## config.mk

```make
export PLATFORM = sky130hd
export DESIGN_NAME = scs_sequencer
export DESIGN_NICKNAME = d
export VERILOG_FILES = /design/src/common/scs_pkg.sv /design/src/verilog/scs_sync.sv /design/src/verilog/scs_pwm.sv /design/src/verilog/scs_sequencer.sv
export SDC_FILE = /design/constraint.sdc
export NUM_CORES = 1
export LEC_CHECK = 0
export BUFFER_PORTS_ARGS = -buffer_cell sky130_fd_sc_hd__buf_2
export CAP_MARGIN = 20
export CORE_MARGIN = 8
export CORE_UTILIZATION = 45
export CTS_CLUSTER_SIZE = 28
export DETAILED_ROUTE_END_ITERATION = 16
export PLACE_DENSITY = 0.64
export SYNTH_ARGS = -nofsm -noshare
export SYNTH_HDL_FRONTEND = slang
export SYNTH_SLANG_ARGS = --single-unit
export TNS_END_PERCENT = 10
```

## constraint.sdc

```tcl
create_clock -name i_sys_clk -period 7.5 [get_ports i_sys_clk]
set_input_delay 0 -clock i_sys_clk [delete_from_list [all_inputs] [get_ports i_sys_clk]]
set_output_delay 0 -clock i_sys_clk [all_outputs]
set_load 0.01 [all_outputs]
```

## src/common/scs_pkg.sv

```systemverilog
// shared constants, state codes and step decoding for the six-step
// commutation sequencer; assumes a single 20 MHz system clock.
package scs_pkg;

    localparam int CLK_HZ = 20_000_000;
    localparam int CLK_MHZ = CLK_HZ / 1_000_000;

    // comparator blanking after a commutation, rounded up to whole cycles
    localparam int BLANK_NS = 4000;
    localparam int BLANK_CYC = (BLANK_NS * CLK_MHZ + 999) / 1000;

    // slowest sector still trusted for back-emf tracking, rounded down
    localparam int LOW_SPEED_US = 2000;
    localparam int LOW_SPEED_CYC = LOW_SPEED_US * CLK_MHZ;

    // electrical geometry: crossing sits mid-sector, i.e. half a sector
    localparam int DEG_SECTOR = 60;
    localparam int DEG_REV = 360;
    localparam int DEG_ZC = 30;
    localparam int ZC_SHIFT = $clog2(DEG_SECTOR / DEG_ZC);
    localparam int WIN_SHIFT = ZC_SHIFT + 1;

    localparam logic [2:0] STEP_FIRST = 3'h1;
    localparam logic [2:0] STEP_LAST = 3'(DEG_REV / DEG_SECTOR);

    // in-window crossings needed before closing the loop
    localparam logic [3:0] GOOD_NEEDED = 4'h6;

    localparam int KP_SHIFT = 4;
    localparam int KI_SHIFT = 6;

    localparam logic [1:0] MODE_OPEN = 2'h0;
    localparam logic [1:0] MODE_CLOSED = 2'h1;
    localparam logic [1:0] MODE_PI = 2'h2;

    typedef enum logic [1:0] {
        ST_IDLE = 2'h0,
        ST_OPEN = 2'h1,
        ST_CLOSED = 2'h3
    } scs_state_t;

    // bit 0 is the first winding, bit 2 the third
    function automatic logic [2:0] hi_mask(input logic [2:0] step);
        unique case (step)
            3'h1, 3'h2: hi_mask = 3'h1;
            3'h3, 3'h4: hi_mask = 3'h2;
            3'h5, 3'h6: hi_mask = 3'h4;
            default: hi_mask = 3'h0;
        endcase
    endfunction : hi_mask

    function automatic logic [2:0] lo_mask(input logic [2:0] step);
        unique case (step)
            3'h1, 3'h6: lo_mask = 3'h2;
            3'h2, 3'h3: lo_mask = 3'h4;
            3'h4, 3'h5: lo_mask = 3'h1;
            default: lo_mask = 3'h0;
        endcase
    endfunction : lo_mask

    function automatic logic [2:0] next_step(input logic [2:0] step);
        if (step >= STEP_LAST) begin
            next_step = STEP_FIRST;
        end else begin
            next_step = step + 3'h1;
        end
    endfunction : next_step

endpackage : scs_pkg

```

## src/verilog/scs_sync.sv

```systemverilog
// three-stage synchroniser for the phase comparator pins
// assumes the comparators are asynchronous to i_sys_clk.
`timescale 1ns/1ps
`default_nettype none
module scs_sync #(
    parameter int W = 3
) (
    input wire logic i_sys_clk,
    input wire logic i_rst,
    input wire logic [W-1:0] i_async,
    output logic [W-1:0] o_level
);

    typedef struct packed {
        logic [W-1:0] s1;
        logic [W-1:0] s2;
        logic [W-1:0] s3;
        logic [W-1:0] lvl;
    } scs_sync_regs_t;

    scs_sync_regs_t q;
    scs_sync_regs_t d;

    // s1 feeds only s2; a bit changes once s2 and s3 agree
    always_comb begin
        d = q;
        d.s1 = i_async;
        d.s2 = q.s1;
        d.s3 = q.s2;
        for (int i = 0; i < W; i++) begin
            if (q.s2[i] == q.s3[i]) begin
                d.lvl[i] = q.s3[i];
            end
        end
    end

    always_ff @(posedge i_sys_clk) begin
        if (i_rst) begin
            q <= '0;
        end else begin
            q <= d;
        end
    end

    assign o_level = q.lvl;

endmodule : scs_sync
`default_nettype wire

```

## src/verilog/scs_pwm.sv

```systemverilog
// free-running edge-aligned pwm for the high-side switches
// assumes the duty word is stable or changes between periods harmlessly.
`timescale 1ns/1ps
`default_nettype none
module scs_pwm #(
    parameter int W = 8
) (
    input wire logic i_sys_clk,
    input wire logic i_rst,
    input wire logic [W-1:0] i_duty,
    output logic o_pwm
);

    typedef struct packed {
        logic [W-1:0] cnt;
        logic pwm;
    } scs_pwm_regs_t;

    scs_pwm_regs_t q;
    scs_pwm_regs_t d;

    always_comb begin
        d.cnt = q.cnt + 1'b1;
        d.pwm = q.cnt < i_duty;
    end

    always_ff @(posedge i_sys_clk) begin
        if (i_rst) begin
            q <= '0;
        end else begin
            q <= d;
        end
    end

    assign o_pwm = q.pwm;

endmodule : scs_pwm
`default_nettype wire

```

## src/verilog/scs_sequencer.sv

```systemverilog
// six-step sensorless commutation sequencer with zero-crossing timing
// assumes i_cmp[n] is an external comparator, high while winding n sits
// above half the dc_bus_voltage, and a bridge driven by the gate outputs.
`timescale 1ns/1ps
`default_nettype none
module scs_sequencer #(
    parameter int CNT_W = 18,
    parameter int DUTY_W = 8,
    parameter int LOW_SPEED_CYC = scs_pkg::LOW_SPEED_CYC
) (
    input wire logic i_sys_clk,
    input wire logic i_rst,
    input wire logic i_enable,
    input wire logic [1:0] i_mode,
    input wire logic [DUTY_W-1:0] i_duty,
    input wire logic [CNT_W-1:0] i_ol_period,
    input wire logic [CNT_W-1:0] i_period_ref,
    input wire logic [2:0] i_cmp,
    output logic [2:0] o_gate_hi,
    output logic [2:0] o_gate_lo,
    output logic [2:0] o_float,
    output logic [2:0] o_step,
    output logic o_zc,
    output logic o_commutate,
    output logic o_closed,
    output logic [CNT_W-1:0] o_period,
    output logic [DUTY_W-1:0] o_duty
);

    localparam int ACC_W = CNT_W + 2;
    localparam logic [CNT_W-1:0] BLANK = CNT_W'(scs_pkg::BLANK_CYC);
    localparam logic [CNT_W-1:0] LOW = CNT_W'(LOW_SPEED_CYC);
    localparam logic [CNT_W-1:0] CNT_MAX = '1;
    localparam logic signed [ACC_W-1:0] DMAX = ACC_W'((1 << DUTY_W) - 1);

    typedef struct packed {
        scs_pkg::scs_state_t st;
        logic [2:0] step;
        logic [CNT_W-1:0] sect_cnt;
        logic [CNT_W-1:0] since_zc;
        logic [CNT_W-1:0] period;
        logic [CNT_W-1:0] dly;
        logic dly_run;
        logic zc_seen;
        logic prev_lvl;
        logic [3:0] good;
        logic [DUTY_W-1:0] integ;
        logic [DUTY_W-1:0] duty;
        logic [2:0] gate_hi;
        logic [2:0] gate_lo;
        logic [2:0] flt;
        logic zc_p;
        logic com_p;
    } scs_regs_t;

    localparam scs_regs_t REG_RST = '{
        st: scs_pkg::ST_IDLE,
        step: scs_pkg::STEP_FIRST,
        default: '0
    };

    scs_regs_t q;
    scs_regs_t d;

    logic [2:0] cmp_s;
    logic pwm;

    scs_sync #(
        .W(3)
    ) u_sync (
        .i_sys_clk(i_sys_clk),
        .i_rst(i_rst),
        .i_async(i_cmp),
        .o_level(cmp_s)
    );

    scs_pwm #(
        .W(DUTY_W)
    ) u_pwm (
        .i_sys_clk(i_sys_clk),
        .i_rst(i_rst),
        .i_duty(q.duty),
        .o_pwm(pwm)
    );

    function automatic logic [DUTY_W-1:0] duty_clamp(
        input logic signed [ACC_W-1:0] v
    );
        if (v < 0) begin
            duty_clamp = '0;
        end else if (v > DMAX) begin
            duty_clamp = '1;
        end else begin
            duty_clamp = v[DUTY_W-1:0];
        end
    endfunction : duty_clamp

    logic [2:0] hi;
    logic [2:0] lo;
    logic [2:0] flt;
    logic running;
    logic lvl;
    logic post;
    logic zc;
    logic in_win;
    logic fast;
    logic com;
    logic [CNT_W-1:0] ref_p;
    logic signed [ACC_W-1:0] err;
    logic signed [ACC_W-1:0] ie;
    logic [DUTY_W-1:0] ni;

    always_comb begin
        d = q;
        d.zc_p = 1'b0;
        d.com_p = 1'b0;
        com = 1'b0;
        running = q.st != scs_pkg::ST_IDLE;
        hi = scs_pkg::hi_mask(q.step);
        lo = scs_pkg::lo_mask(q.step);
        flt = ~(hi | lo);
        // only the undriven winding is looked at
        lvl = |(flt & cmp_s);
        // odd steps fall through mid-bus, even steps rise
        post = ~q.step[0];
        zc = running && (q.sect_cnt >= BLANK) && !q.zc_seen
            && (lvl == post) && (q.prev_lvl != post);
        d.prev_lvl = lvl;
        // crossing must land mid-sector, a quarter sector either way
        ref_p = (q.st == scs_pkg::ST_OPEN) ? i_ol_period : q.period;
        in_win = (q.sect_cnt >= (ref_p >> scs_pkg::WIN_SHIFT))
            && (q.sect_cnt <= ref_p - (ref_p >> scs_pkg::WIN_SHIFT));
        fast = q.since_zc < LOW;
        err = $signed({2'b00, q.since_zc})
            - $signed({2'b00, i_period_ref});
        ie = $signed({{(ACC_W - DUTY_W){1'b0}}, q.integ});
        ni = duty_clamp(ie + (err >>> scs_pkg::KI_SHIFT));

        if (q.sect_cnt != CNT_MAX) begin
            d.sect_cnt = q.sect_cnt + 1'b1;
        end
        if (q.since_zc != CNT_MAX) begin
            d.since_zc = q.since_zc + 1'b1;
        end

        unique case (q.st)
            scs_pkg::ST_IDLE: begin
                if (i_enable) begin
                    // always start from step one without feedback
                    d.st = scs_pkg::ST_OPEN;
                    d.step = scs_pkg::STEP_FIRST;
                    d.sect_cnt = '0;
                    d.since_zc = '0;
                    d.good = '0;
                    d.zc_seen = 1'b0;
                end
            end
            scs_pkg::ST_OPEN: begin
                // forced sector rate sets the speed here
                com = q.sect_cnt >= i_ol_period;
                if (zc) begin
                    if (in_win && fast) begin
                        if (q.good != scs_pkg::GOOD_NEEDED) begin
                            d.good = q.good + 1'b1;
                        end
                        if (q.good + 1'b1 >= scs_pkg::GOOD_NEEDED
                            && i_mode != scs_pkg::MODE_OPEN) begin
                            d.st = scs_pkg::ST_CLOSED;
                        end
                    end else begin
                        d.good = '0;
                    end
                end
            end
            scs_pkg::ST_CLOSED: begin
                com = q.dly_run && (q.dly == '0);
                // a lost or slow crossing hands back to forced stepping
                if (q.period >= LOW || i_mode == scs_pkg::MODE_OPEN
                    || q.sect_cnt >= {q.period[CNT_W-2:0], 1'b0}) begin
                    d.st = scs_pkg::ST_OPEN;
                    d.good = '0;
                    d.dly_run = 1'b0;
                end
            end
            default: begin
                d.st = scs_pkg::ST_IDLE;
            end
        endcase

        if (zc) begin
            d.zc_seen = 1'b1;
            d.zc_p = 1'b1;
            // take the incremented count so both end cycles are counted
            d.period = d.since_zc;
            d.dly = d.since_zc >> scs_pkg::ZC_SHIFT;
            d.since_zc = '0;
            d.dly_run = d.st == scs_pkg::ST_CLOSED;
        end else if (q.dly_run && q.dly != '0) begin
            d.dly = q.dly - 1'b1;
        end

        // step advances only here, at the sector boundary
        if (com) begin
            d.step = scs_pkg::next_step(q.step);
            d.sect_cnt = '0;
            d.zc_seen = 1'b0;
            d.dly_run = 1'b0;
            d.com_p = 1'b1;
        end

        // pi loop trims duty once per crossing; other modes track the
        // input and preload the integrator so a switch is bumpless
        if (i_mode == scs_pkg::MODE_PI && q.st == scs_pkg::ST_CLOSED) begin
            if (zc) begin
                d.integ = ni;
                d.duty = duty_clamp(
                    $signed({{(ACC_W - DUTY_W){1'b0}}, ni})
                    + (err >>> scs_pkg::KP_SHIFT));
            end
        end else begin
            d.integ = i_duty;
            d.duty = i_duty;
        end

        if (!i_enable) begin
            d.st = scs_pkg::ST_IDLE;
            d.step = scs_pkg::STEP_FIRST;
            d.dly_run = 1'b0;
        end

        // gates follow the next step so they line up with o_step
        if (d.st != scs_pkg::ST_IDLE) begin
            d.gate_hi = scs_pkg::hi_mask(d.step) & {3{pwm}};
            d.gate_lo = scs_pkg::lo_mask(d.step);
            d.flt = ~(scs_pkg::hi_mask(d.step)
                | scs_pkg::lo_mask(d.step));
        end else begin
            d.gate_hi = 3'h0;
            d.gate_lo = 3'h0;
            d.flt = 3'h0;
        end
    end

    always_ff @(posedge i_sys_clk) begin
        if (i_rst) begin
            q <= REG_RST;
        end else begin
            q <= d;
        end
    end

    assign o_gate_hi = q.gate_hi;
    assign o_gate_lo = q.gate_lo;
    assign o_float = q.flt;
    assign o_step = q.step;
    assign o_zc = q.zc_p;
    assign o_commutate = q.com_p;
    assign o_closed = q.st[1];  // only the closed code has bit 1 set
    assign o_period = q.period;
    assign o_duty = q.duty;

    logic q_run;
    assign q_run = q.st != scs_pkg::ST_IDLE;
endmodule : scs_sequencer
`default_nettype wire

```

==> reports/metrics.cfg <==
[outcome]
outcome = completed

[floorplan]
num_rows = 56
fp.dieArea_mm2 = 0.0289
start_util = 0.457
ios = 93
die_h_um = 170
coreArea_mm2 = 0.0233
die_x_um = 170

[yosys]
synth.net_count = 1542
synth_compound_area_frac = 0.201
synthTopCellsByArea = dfxtp_1 25%, ha_1 16%, a21oi_1 5.3%
synth_seq_cells = 132
synth-simple-area-share = 0.225
yosys_warnings = 0
postSynthAreaPerCell_um2 = 7.90
yosysSeqAreaShare = 0.248
netlist.area_leader.share = 0.248
synth_edf_count = 0
synth_top_family_by_area = simple AND/OR/NAND/NOR gates
synth_mux_area_frac = 0.00763
synthArstFlopShare = 0
ys.flop_type = dfxtp_1
syn_area_mm2 = 0.0107
ys_types = 84
yosysTopAreaCell = dfxtp_1
synth_fa_ha_area_frac = 0.168
synth_cells = 1349
synth_xor_area_frac = 0.0724

[global_route]
grt_pass1_wl_mm = 45.3
track_usage = 0.193
grt_max_degree = 83
antenna_found_initial = 0
grt-ovfl-total = 0
grt_pass1_vias = 9125

[sta]
max_freq_ghz = 0.143
fin_crit_ns = 6.97
hold_viol_final = 0
slew_violations = 0
rsz0062_at_grt = no
finalSetupViolCount = 0
slew-limit-headroom = 0.242
finClkSkew_ns = 0.00718
tightest_slew_ns = 1.12
fin_crit_sh = 0.929
final.setup.tns_ns = 0

[detailed_routing]
drt_iter0_markers = 643
drcViolationCount = 0
routed_wl_mm = 27.9
vias = 9623
final_antenna_net_count = 0
wire_per_inst_um = 16.0
first_pass_iters = 5
routed_via_density = 5.53

[setup_path]
cpMostUsedCell = a21oi_1
r2r-start = q[74]$_SDFF_PP0_
cp.required_ns = 7.76
critPathMaxStageDelay_ns = 0.49
criticalPathCategory = flip-flop to flip-flop
rr_worst_depth = 28
crit_arrival_ns = 7.23
critPathSlowestCell = or4b_4
cp_max_fo = 8
crit_path_end_kind = flip-flop
crit_start = q[74]$_SDFF_PP0_
r2r_setup_slack_ns = 0.53
start_kind = flip-flop
r2r-end = o_duty[4]$_SDFFE_PP0P_

[clocking]
path_clk_slew_ns = 0.06
cts.sinks = 132
cts_tree = built
cts-resized-gates = 0
insertion_delay_ns = 0.42
numCtsBuffers = 17
clock_path_buffers = 2
root_buffer = clkbuf_16
htreeDepth = 4

[pwr]
power_density_mw_per_mm2 = 159
ir_drop_v = 0.000113
power.leakage_nw = 5.53

[flow_run]
maxCapViolations = 0

[finish]
nets = 1601
post-route-cell-area_mm2 = 0.0119
n_antenna_cell = 0
drive_gt1_frac = 0.116
area_growth_pct = 12.0

[place]
post_dp_cell_area_mm2 = 0.0112
hpwl_mm = 22.1
gp_congestion = 0.909
portBuffers = 92

[min_path]
worstHoldPathCells = 5
hold_end = ie[3]$_SDFFE_PP0P_
hold_path.class = input port to flip-flop
hp-start = i_duty[3]

layer usage:
layer  up-vias  global-route usage  part of all wire
li1       4886                   -                 -
met1      4478               0.249              0.46
met2       204               0.318              0.47
met3        55              0.0273             0.036
met4         0              0.0831             0.030
met5         -                   0                 0
placed cells by master, fill, tap and decap left out, types with 11 or more instances in the layout:
| cell type | instances |
|---|---|
| a21o_1 | 30 |
| a21oi_1 | 112 |
| a31oi_1 | 16 |
| and3_1 | 12 |
| buf_2 | 92 |
| clkbuf_16 | 17 |
| dfxtp_1 | 132 |
| ha_1 | 138 |
| inv_1 | 112 |
| nand2_1 | 114 |
| nand2b_1 | 17 |
| nand3_1 | 40 |
| nand3b_1 | 11 |
| nand4_1 | 20 |
| nor2_1 | 106 |
| nor2b_1 | 30 |
| nor3_1 | 39 |
| o21ai_0 | 53 |
| or3_1 | 21 |
| xnor2_1 | 43 |
| xor2_1 | 45 |
cells in the mapped netlist, types with 5 or more instances:
cell       instances
a2111oi_0          5
a211oi_1           9
a21boi_0          10
a21o_1            30
a21oi_1          112
a221oi_1           9
a31oi_1           16
and2_1             7
and3_1            12
and3b_1            6
and4_1             5
buf_4             38
clkbuf_1          31
dfxtp_1          132
ha_1             138
inv_1            112
mux2i_1            7
nand2_1          114
nand2b_1          17
nand3_1           40
nand3b_1          11
nand4_1           20
nor2_1           107
nor2b_1           30
nor3_1            40
nor4_1             9
o211ai_1           6
o21a_1            10
o21ai_0           53
o21bai_1           5
o31ai_1            9
or2_2              8
or3_1             21
xnor2_1           43
xor2_1            45
critical path: cells and delay by family (launching register included):
kind	cells	cell delay (ns)
XOR/XNOR	1	0.19
AND/OR/NAND/NOR	6	1.44
AO/OA/AOI/OAI	17	3.63
buffers and inverters	1	0.19
adder cells (fa/ha/maj)	3	0.93
flip-flops	1	0.42
cells by family after synthesis:
| group | count (synthesis) |
|---|---|
| XOR/XNOR | 88 |
| AND/OR/NAND/NOR | 470 |
| flip-flops | 132 |
| adder cells (fa/ha/maj) | 141 |
| multiplexers | 8 |
| AO/OA/AOI/OAI | 326 |
| buffers and inverters | 184 |
what timing repair did:
item / in CTS / in global routing
endpoints found under the hold margin: 12 / 0
hold buffers: 10 / 0
setup endpoints to repair: 0 / 1
buffers inserted: 0 / 2
metrics by stage:
step | util | hold WS, ns | total power [W] | std cells | setup WS, ns
after floorplan | - | 0.128 | 0.000932 | 1349 | 1.17
after global placement | 0.479 | 0.214 | 0.000998 | 1696 | 0.829
after detailed placement | 0.479 | 0.217 | 0.00100 | 1696 | 0.631
after CTS | 0.511 | 0.00613 | 0.00190 | 1738 | 0.608
after global routing | 0.511 | 0.0233 | 0.00198 | 1740 | 0.0628
final | 0.511 | 0.0144 | 0.00189 | 1740 | 0.529
cell type report:
class	count	area, um2
Fill cell	2279	11400
Sequential cell	132	2640
Multi-Input combinational cell	1033	7190
Clock buffer	20	467
Timing Repair Buffer	112	636
Tap cell	319	399
Inverter	112	420
Clock inverter	12	176
power breakdown:
group          internal (W)  total (W)  switching [W]  leakage [nW]
Clock              0.000583   0.000901       0.000318         0.312
Combinational      0.000114   0.000270       0.000156          4.15
Sequential         0.000713   0.000722     0.00000944          1.07
sequential cells by signal, summed over array words and instances, names as in the netlist, 6 cells and up:
signal	cells
q	62
u_pwm.q	8
u_sync.d	6
ie	8
o_duty	8
o_period	18
worst max path at each step:
stage	end	slack, ns	cells after the start
after floorplan	o_duty[0]$_SDFFE_PP0P_	1.17	28
after global placement	o_duty[1]$_SDFFE_PP0P_	0.83	28
after detailed placement	o_duty[4]$_SDFFE_PP0P_	0.63	28
after CTS	o_duty[4]$_SDFFE_PP0P_	0.61	28
after global routing	o_duty[0]$_SDFFE_PP0P_	0.06	28
final	o_duty[4]$_SDFFE_PP0P_	0.53	28
Note: power is estimated with default switching activity, not from simulation.
